--- src/shared/gpio_qual_pkg.sv ---
`default_nettype none
package gpio_qual_pkg;
	// ----------------------------------------------------------------
	// Register offsets (byte addresses)
	// ----------------------------------------------------------------
	localparam logic [7:0] ADDR_PORT_DATA = 8'h00;
	localparam logic [7:0] ADDR_PORT_DIRECTION = 8'h04;
	localparam logic [7:0] ADDR_QUALIFIER_SELECT = 8'h08;
	localparam logic [7:0] ADDR_QUALIFIER_CONTROL = 8'h0C;
	localparam logic [7:0] ADDR_ANALOG_SELECT = 8'h10;
	localparam logic [7:0] ADDR_PERIPH_ROUTE = 8'h14;

	// ----------------------------------------------------------------
	// Reset values
	// ----------------------------------------------------------------
	localparam logic [31:0] ANALOG_SELECT_RESET = 32'hAAAAAAAA;
	localparam logic [31:0] QUALIFIER_SELECT_RESET = 32'h00000000;
	localparam logic [15:0] QUALIFIER_CONTROL_RESET = 16'h0000;
	localparam logic [15:0] PORT_RESET = 16'h0000;
	localparam logic [31:0] PERIPH_ROUTE_RESET = 32'h00000000;

	// ----------------------------------------------------------------
	// Sizes and field layout
	// ----------------------------------------------------------------
	localparam int PIN_COUNT = 16;
	localparam int PINS_PER_GROUP = 8;
	localparam int GROUP_COUNT = PIN_COUNT / PINS_PER_GROUP;
	localparam int FIELD_COUNT = 16;
	localparam int PERIOD_W = 8;
	localparam int COUNT_W = PERIOD_W + 1;
	localparam int HISTORY_DEPTH = 6;
	localparam int SHORT_WINDOW = 3;
	localparam int ROUTE_W = 8;
	localparam int ROUTE_ENABLE_BIT = 7;
	localparam int ROUTE_INDEX_W = 4;
	localparam int FIELD_ROUTE_BIT = 1;

	// Selector fields that have a pin function at all
	localparam logic [15:0] ANALOG_FIELD_MASK = 16'hDEDF;
	// Selector fields whose pin also has a digital function
	localparam logic [15:0] DIGITAL_FIELD_MASK = 16'h5454;
	// Selector fields that also feed a comparator
	localparam logic [15:0] COMPARATOR_FIELD_MASK = 16'h1414;

	typedef enum logic [1:0] {
		QUAL_SYNC,
		QUAL_WINDOW3,
		QUAL_WINDOW6,
		QUAL_ASYNC
	} qual_mode_t;

	function automatic logic [1:0] field2(input logic [31:0] v, input int unsigned i);
		return v[2 * i +: 2];
	endfunction : field2
endpackage : gpio_qual_pkg
`default_nettype wire

--- src/design/gpio_input_qualifier_analog_mux.sv ---
// Functional notes
// - Selector field upper bit 0 gives the pin its digital I/O function.
// - Selector upper bit 1 routes pin to converter, comparator fields also to comparator; reset state.
// - Qualifier code 00 only synchronizes the pin; reset default for every pin.
// - Codes 01 and 10 synchronize, then pass the sampling-window qualifier.
// - Sampling period field in control register, one per group of 8 pins.
// - Window of 3 or 6 samples; output changes only when all agree.
// - Code 11 passes the pin with no synchronization.
// - Unrouted peripheral input sits at a fixed per-peripheral default level.
// - Data register: write loads output latch, read returns pin input.
// - Period 0 samples every cycle; n samples every 2n cycles.
//
// Chosen here: the register addresses and the APB interface to the registers.
`timescale 1ns/10ps
`default_nettype none
module gpio_input_qualifier_analog_mux import gpio_qual_pkg::*; #(
	parameter int NUM_PERIPH = 4,
	parameter logic [3:0] PERIPH_DEFAULT = 4'hA
) (
	input wire logic i_core_clk,
	input wire logic i_reset,
	input wire logic i_psel,
	input wire logic i_penable,
	input wire logic i_pwrite,
	input wire logic [7:0] i_paddr,
	input wire logic [31:0] i_pwdata,
	output logic [31:0] o_prdata,
	output logic o_pready,
	output logic o_pslverr,
	input wire logic [PIN_COUNT-1:0] i_pin_in,
	output logic [PIN_COUNT-1:0] o_pin_out,
	output logic [PIN_COUNT-1:0] o_pin_oe,
	output logic [PIN_COUNT-1:0] o_pin_value,
	output logic [NUM_PERIPH-1:0] o_periph_in,
	output logic [FIELD_COUNT-1:0] o_analog_route,
	output logic [FIELD_COUNT-1:0] o_comparator_route,
	output logic [FIELD_COUNT-1:0] o_aio_digital_sel
);
	// ----------------------------------------------------------------
	// Registers
	// ----------------------------------------------------------------
	logic [31:0] analog_select;
	logic [31:0] next_analog_select;
	logic [31:0] qualifier_select;
	logic [31:0] next_qualifier_select;
	logic [15:0] qualifier_control;
	logic [15:0] next_qualifier_control;
	logic [31:0] periph_route;
	logic [31:0] next_periph_route;
	logic [PIN_COUNT-1:0] next_pin_out;
	logic [PIN_COUNT-1:0] next_pin_oe;
	logic [31:0] next_prdata;
	logic next_pready;
	logic next_pslverr;
	logic [FIELD_COUNT-1:0] next_analog_route;
	logic [FIELD_COUNT-1:0] next_comparator_route;
	logic [FIELD_COUNT-1:0] next_aio_digital_sel;
	logic setup;
	logic write_access;
	logic addr_hit;

	assign setup = i_psel && !i_penable;
	assign write_access = i_psel && i_penable && o_pready && i_pwrite;

	always_comb begin
		next_analog_select = analog_select;
		next_qualifier_select = qualifier_select;
		next_qualifier_control = qualifier_control;
		next_periph_route = periph_route;
		next_pin_out = o_pin_out;
		next_pin_oe = o_pin_oe;
		next_prdata = o_prdata;
		next_pready = setup;
		addr_hit = 1'b1;
		case (i_paddr)
			ADDR_PORT_DATA: next_prdata = {16'h0000, o_pin_value};
			ADDR_PORT_DIRECTION: next_prdata = {16'h0000, o_pin_oe};
			ADDR_QUALIFIER_SELECT: next_prdata = qualifier_select;
			ADDR_QUALIFIER_CONTROL: next_prdata = {16'h0000, qualifier_control};
			ADDR_ANALOG_SELECT: next_prdata = analog_select;
			ADDR_PERIPH_ROUTE: next_prdata = periph_route;
			default: begin
				next_prdata = 32'h00000000;
				addr_hit = 1'b0;
			end
		endcase
		if (!(setup && !i_pwrite)) begin
			next_prdata = o_prdata;
		end
		next_pslverr = setup && !addr_hit;
		if (write_access) begin
			case (i_paddr)
				ADDR_PORT_DATA: next_pin_out = i_pwdata[PIN_COUNT-1:0];
				ADDR_PORT_DIRECTION: next_pin_oe = i_pwdata[PIN_COUNT-1:0];
				ADDR_QUALIFIER_SELECT: next_qualifier_select = i_pwdata;
				ADDR_QUALIFIER_CONTROL: next_qualifier_control = i_pwdata[15:0];
				ADDR_ANALOG_SELECT: next_analog_select = i_pwdata;
				ADDR_PERIPH_ROUTE: next_periph_route = i_pwdata;
				default: next_pin_out = o_pin_out;
			endcase
		end
		for (int f = 0; f < FIELD_COUNT; f++) begin
			next_analog_route[f] = next_analog_select[2 * f + FIELD_ROUTE_BIT] && ANALOG_FIELD_MASK[f];
			next_comparator_route[f] = next_analog_select[2 * f + FIELD_ROUTE_BIT] && COMPARATOR_FIELD_MASK[f];
			next_aio_digital_sel[f] = !next_analog_select[2 * f + FIELD_ROUTE_BIT] && DIGITAL_FIELD_MASK[f];
		end
	end

	always_ff @(posedge i_core_clk) begin
		if (i_reset) begin
			analog_select <= ANALOG_SELECT_RESET;
			qualifier_select <= QUALIFIER_SELECT_RESET;
			qualifier_control <= QUALIFIER_CONTROL_RESET;
			periph_route <= PERIPH_ROUTE_RESET;
			o_pin_out <= PORT_RESET;
			o_pin_oe <= PORT_RESET;
			o_prdata <= 32'h00000000;
			o_pready <= 1'b0;
			o_pslverr <= 1'b0;
			o_analog_route <= ANALOG_FIELD_MASK;
			o_comparator_route <= COMPARATOR_FIELD_MASK;
			o_aio_digital_sel <= 16'h0000;
		end else begin
			analog_select <= next_analog_select;
			qualifier_select <= next_qualifier_select;
			qualifier_control <= next_qualifier_control;
			periph_route <= next_periph_route;
			o_pin_out <= next_pin_out;
			o_pin_oe <= next_pin_oe;
			o_prdata <= next_prdata;
			o_pready <= next_pready;
			o_pslverr <= next_pslverr;
			o_analog_route <= next_analog_route;
			o_comparator_route <= next_comparator_route;
			o_aio_digital_sel <= next_aio_digital_sel;
		end
	end

	// ----------------------------------------------------------------
	// Sampling clock per group
	// ----------------------------------------------------------------
	logic [COUNT_W-1:0] sample_cnt [GROUP_COUNT];
	logic [COUNT_W-1:0] next_sample_cnt [GROUP_COUNT];
	logic [GROUP_COUNT-1:0] sample_tick;

	always_comb begin
		for (int g = 0; g < GROUP_COUNT; g++) begin
			sample_tick[g] = (qualifier_control[g * PERIOD_W +: PERIOD_W] == 8'h00) ||
				(sample_cnt[g] >= COUNT_W'({qualifier_control[g * PERIOD_W +: PERIOD_W], 1'b0} - 9'h001));
			next_sample_cnt[g] = sample_tick[g] ? 9'h000 : COUNT_W'(sample_cnt[g] + 9'h001);
		end
	end

	always_ff @(posedge i_core_clk) begin
		for (int g = 0; g < GROUP_COUNT; g++) begin
			if (i_reset) begin
				sample_cnt[g] <= 9'h000;
			end else begin
				sample_cnt[g] <= next_sample_cnt[g];
			end
		end
	end

	// ----------------------------------------------------------------
	// Pin synchronizer, qualifier and mode select
	// ----------------------------------------------------------------
	logic [PIN_COUNT-1:0] sync_first;
	logic [PIN_COUNT-1:0] sync_pin;
	logic [PIN_COUNT-1:0] window_q;
	logic [PIN_COUNT-1:0] next_pin_value;

	for (genvar p = 0; p < PIN_COUNT; p++) begin : g_pin
		gpio_sample_window u_window (
			.i_core_clk(i_core_clk),
			.i_reset(i_reset),
			.i_sample(sync_pin[p]),
			.i_tick(sample_tick[p / PINS_PER_GROUP]),
			.i_six(qual_mode_t'(field2(qualifier_select, p)) == QUAL_WINDOW6),
			.o_q(window_q[p])
		);
	end

	always_comb begin
		for (int p = 0; p < PIN_COUNT; p++) begin
			case (qual_mode_t'(field2(qualifier_select, p)))
				QUAL_SYNC: next_pin_value[p] = sync_pin[p];
				QUAL_WINDOW3, QUAL_WINDOW6: next_pin_value[p] = window_q[p];
				QUAL_ASYNC: next_pin_value[p] = i_pin_in[p];
				default: next_pin_value[p] = sync_pin[p];
			endcase
		end
	end

	always_ff @(posedge i_core_clk) begin
		if (i_reset) begin
			sync_first <= '0;
			sync_pin <= '0;
			o_pin_value <= '0;
		end else begin
			sync_first <= i_pin_in;
			sync_pin <= sync_first;
			o_pin_value <= next_pin_value;
		end
	end

	// ----------------------------------------------------------------
	// Peripheral input routing
	// ----------------------------------------------------------------
	logic [NUM_PERIPH-1:0] next_periph_in;

	always_comb begin
		for (int k = 0; k < NUM_PERIPH; k++) begin
			if (periph_route[k * ROUTE_W + ROUTE_ENABLE_BIT]) begin
				next_periph_in[k] = o_pin_value[periph_route[k * ROUTE_W +: ROUTE_INDEX_W]];
			end else begin
				next_periph_in[k] = PERIPH_DEFAULT[k];
			end
		end
	end

	always_ff @(posedge i_core_clk) begin
		if (i_reset) begin
			o_periph_in <= NUM_PERIPH'(PERIPH_DEFAULT);
		end else begin
			o_periph_in <= next_periph_in;
		end
	end
endmodule : gpio_input_qualifier_analog_mux
`default_nettype wire

--- src/design/gpio_sample_window.sv ---
`timescale 1ns/10ps
`default_nettype none
module gpio_sample_window import gpio_qual_pkg::*; (
	input wire logic i_core_clk,
	input wire logic i_reset,
	input wire logic i_sample,
	input wire logic i_tick,
	input wire logic i_six,
	output logic o_q
);
	logic [HISTORY_DEPTH-1:0] history;
	logic [HISTORY_DEPTH-1:0] next_history;
	logic next_q;
	logic all_ones;
	logic all_zeros;

	// ----------------------------------------------------------------
	// Sample history and agreement
	// ----------------------------------------------------------------
	always_comb begin
		next_history = i_tick ? {history[HISTORY_DEPTH-2:0], i_sample} : history;
		all_ones = i_six ? &history : &history[SHORT_WINDOW-1:0];
		all_zeros = i_six ? ~|history : ~|history[SHORT_WINDOW-1:0];
		next_q = o_q;
		if (all_ones) begin
			next_q = 1'b1;
		end else if (all_zeros) begin
			next_q = 1'b0;
		end
	end

	always_ff @(posedge i_core_clk) begin
		if (i_reset) begin
			history <= '0;
			o_q <= 1'b0;
		end else begin
			history <= next_history;
			o_q <= next_q;
		end
	end
endmodule : gpio_sample_window
`default_nettype wire

--- config.mk ---
export PLATFORM = sky130hd
export DESIGN_NAME = gpio_input_qualifier_analog_mux
export DESIGN_NICKNAME = d
export VERILOG_FILES = /design/src/shared/gpio_qual_pkg.sv /design/src/design/gpio_input_qualifier_analog_mux.sv /design/src/design/gpio_sample_window.sv
export SDC_FILE = /design/constraint.sdc
export NUM_CORES = 1
export LEC_CHECK = 0
export BUFFER_PORTS_ARGS = -buffer_cell sky130_fd_sc_hd__buf_2
export CORE_MARGIN = 8
export CORE_UTILIZATION = 53
export CTS_BUF_LIST = sky130_fd_sc_hd__clkbuf_4
export DETAILED_ROUTE_END_ITERATION = 8
export PLACE_DENSITY = 0.74
export SYNTH_ARGS = -nofsm -noshare
export SYNTH_HDL_FRONTEND = slang
export SYNTH_SLANG_ARGS = --single-unit
--- constraint.sdc ---
create_clock -name i_core_clk -period 6.8 [get_ports i_core_clk]
set_input_delay 0 -clock i_core_clk [delete_from_list [all_inputs] [get_ports i_core_clk]]
set_output_delay 0 -clock i_core_clk [all_outputs]
set_load 0.005 [all_outputs]
==> results.yml <==
min_path:
  hp-class: "in2reg"
  worstHoldEndpoint: "analog_select[28]"
  min_from: "i_pwdata[28]"
  min_path_cells: 4
critical_path:
  crit_arrival_ns: 4.60
  rrSetupSlack_ns: 3.79
  crit_path_end_kind: "flop"
  critPathLaunchType: "input port"
  reg2reg_depth: 11
  critPathKind: "in2reg"
  worst-endpoint-required_ns: 7.54
  timing.rr.start: "qualifier_control[2]"
  reg2reg_to: "g_pin[0].u_window.history[1]"
  critPathMaxFanout: 27
clock_network:
  cts_resized: 0
  cts_buffer_depth: 3
  clockRootBuffer: "clkbuf_4"
  cts_made_buffers: 93
  postCtsSetupBuffers: 0
  cts_hold_buf: 85
  htreeDepth: 3
  clkLatencyLatePin_ns: 0.79
  clkTransAtPathRegs_ns: 0.07
  cts_sinks: 366
  cts_tree: "built"
cells_and_area:
  fin_nets: 2117
  design_area_mm2: 0.01937
  n_fill_cell: 2506
  finalNonFillerCells: 2454
  area_delta_synth_final_pct: 17.52
  drive_gt1_share_pct: 17.82
logic_synthesis:
  async_flop_share_pct: 0
  yosysSeqAreaShare_pct: 44.46
  synth_flop_cell: "dfxtp_1"
  avgSynthCellArea_um2: 9.432
  synth-edff-count: 0
  ys_types: 46
  syn_area_mm2: 0.01648
  ys_ff_latch: 366
  syn_inst: 1747
  yosysWarnings: 0
global_route:
  grt_max_degree: 178
  grt_pass1_vias: 13260
  gr-usage-all-layers_pct: 23.61
  grt_pass1_wl_mm: 70.26
  antenna_found_initial: 1
  grt_overflow_total: 0
power_and_ir_drop:
  p_int_mw: 3.262
  pwr-share-comb_pct: 4.8
  peakVddDrop_mv: 0.1436
  p_leak_nw: 8.420
  p_clk_share_pct: 44.6
  power_frac_seq_pct: 50.6
  p_switching_mw: 1.052
  power_density_mw_per_mm2: 222.8
  switching_share_pct: 24.39
detailed_routing:
  wire_per_inst_um: 18.27
  route.antenna.remaining_nets: 0
  vias: 13630
  detail_route.drc_violations: 0
  vias_per_cell: 5.552
  finalWirelength_mm: 44.84
  first_pass_iters: 5
  drt_iter0_drc: 1285
sta:
  clock.fmax_mhz: 259.6
  finalSetupViolCount: 0
  setup_tns_ns: 0
  relSlewSlack_pct: 17.65
  period_needed_ns: 3.852
  layout_setup_ws_ns: 2.948
  drv_slew: 0
  worst_pin_slew_ns: 1.232
  hold_violations: 0
  period_share_pct: 56.65
  rsz0062_at_grt: "no"
  fin_skew_ns: 0.09554
placed_design:
  place_area_mm2: 0.01729
  portBuffers: 169
  preCtsSetupSlack_ns: 3.493
  dp_hpwl_mm: 29.64
  place.gp.congestion: 0.8821
  dp_cells: 2202
floorplan:
  die-area_mm2: 0.03699
  start_util_pct: 53.87
  fp-row-count: 64
  core_mm2: 0.03059
  die_y_um: 192.3
  ios: 195
  die_w_um: 192.3
job:
  maxCapViolCount: 0
status:
  status: "complete, no violations"
## layer usage
layer  track usage (%)  vias to the layer above  wire (um)
met5                 0                        -          0
met4             9.783                        0       1338
met2             35.94                      617      19840
li1                  -                     6506          -
met3             6.017                      110       4131
met1             31.54                     6392      19530
## synthesized netlist by cell type (all sizes together), types with 3 or more instances
cell    instances  share of area, %
nand4           4              0.15
nand2         240               5.5
inv            39              0.89
a211oi          5              0.23
nand3          34               1.0
o32ai          16              0.85
a22o           16              0.85
o221ai          7              0.37
o211ai         11              0.50
o22a            7              0.37
mux4           29               4.0
nor3           23              0.79
mux2i         180                11
xor2           13              0.69
ha             70               5.3
or3             5              0.19
nor2          104               2.4
or4             3              0.14
or3b            3              0.16
o21ai          35               1.1
clkbuf         80               1.8
a22oi          16              0.73
nand2b        119               4.5
o31ai          15              0.68
nor2b          38               1.4
a21oi         145               4.4
dfxtp         366                44
buf            66               2.7
o31a           16              0.85
xnor2          13              0.69
nand3b         14              0.64
## flip-flops by register name, summed over array words and instances (netlist names)
| signal | count |
|---|---|
| o_aio_digital_sel | 6 |
| o_pin_oe | 16 |
| sync_pin | 16 |
| sample_cnt | 18 |
| o_pslverr | 1 |
| periph_route | 32 |
| o_comparator_route | 3 |
| o_periph_in | 4 |
| qualifier_select | 32 |
| o_pin_out | 16 |
| o_pin_value | 16 |
| g_pin.u_window.history | 96 |
| sync_first | 16 |
| qualifier_control | 16 |
| o_prdata | 32 |
| g_pin.u_window.o_q | 16 |
| analog_select | 29 |
| o_pready | 1 |
## worst max-delay path: stages
cell and delay, ns:
dlygate4sd3_1 0.52, buf_2 0.13, nor3_1 0.18, dlygate4sd3_1 0.58, buf_4 0.18, nand3_1 0.86
nor3_4 1.27, nand2_1 0.15, a21oi_1 0.15, dlygate4sd3_1 0.56
## power groups by stage
stage | logic, mW | clock network (mW) | registers, mW
global route | 0.221 | 2.08 | 2.18
finish | 0.208 | 1.92 | 2.18
global placement | 0.164 | 0 | 2.23
CTS | 0.203 | 1.96 | 2.18
detailed placement | 0.166 | 0 | 2.23
floorplan | 0.107 | 0 | 2.22
## layout by cell type, fill, tap and decap left out, types with 35 or more instances in the layout
cell	synthesis	routed
nand2b_1	119	119
o21ai_0	35	35
a21oi_1	145	145
nor2b_1	38	38
dlygate4sd3_1	0	85
inv_1	39	39
nor2_1	104	103
dfxtp_1	366	366
clkbuf_4	0	136
ha_1	70	70
mux2i_1	180	180
nand2_1	240	240
buf_2	20	167
## worst max path at each step
stage / startpoint / end / slack (ns) / depth (start not counted)
global route: i_paddr[7] / analog_select[30] / 2.78 / 10
finish: i_paddr[7] / analog_select[30] / 2.95 / 10
detailed placement: i_paddr[3] / periph_route[20] / 3.49 / 6
floorplan: qualifier_control[2] / g_pin[0].u_window.history[0] / 4.11 / 10
global placement: i_paddr[3] / periph_route[21] / 3.55 / 6
CTS: i_paddr[7] / analog_select[30] / 3.18 / 10
## layout make-up
| cell class | count | area (um2) | area share, % |
|---|---|---|---|
| diodes | 4 | 10.01 | 0.05169 |
| clock buffers | 136 | 1021 | 5.272 |
| clock inverters | 27 | 193.9 | 1.001 |
| inverters | 39 | 146.4 | 0.7559 |
| multi-input cells | 1220 | 8373 | 43.24 |
| flip-flops and latches | 366 | 7327 | 37.83 |
| well taps | 396 | 495.5 | 2.558 |
| repair buffers | 266 | 1799 | 9.291 |
## cell families after synthesis
| family | synth area share (%) |
|---|---|
| other | 0.02276 |
| DFF | 44.46 |
| adders and majority gates | 5.315 |
| buffers and inverters | 5.467 |
| AOI/OAI and AO/OA | 11.17 |
| and+or+nand+nor | 17.28 |
| muxes | 14.90 |
| xor gates and xnor gates | 1.382 |
## through the flow
stage	util, %	hold slack (ns)	power, mW
2_1_floorplan	-	0.1208	2.332
3_3_place_gp	56.52	0.2386	2.395
3_5_place_dp	56.52	0.2431	2.397
4_1_cts	63.28	0.003938	4.343
5_1_grt	63.29	0.007444	4.487
6_report	63.31	0.05599	4.314
(Power assumes the default switching activity.)
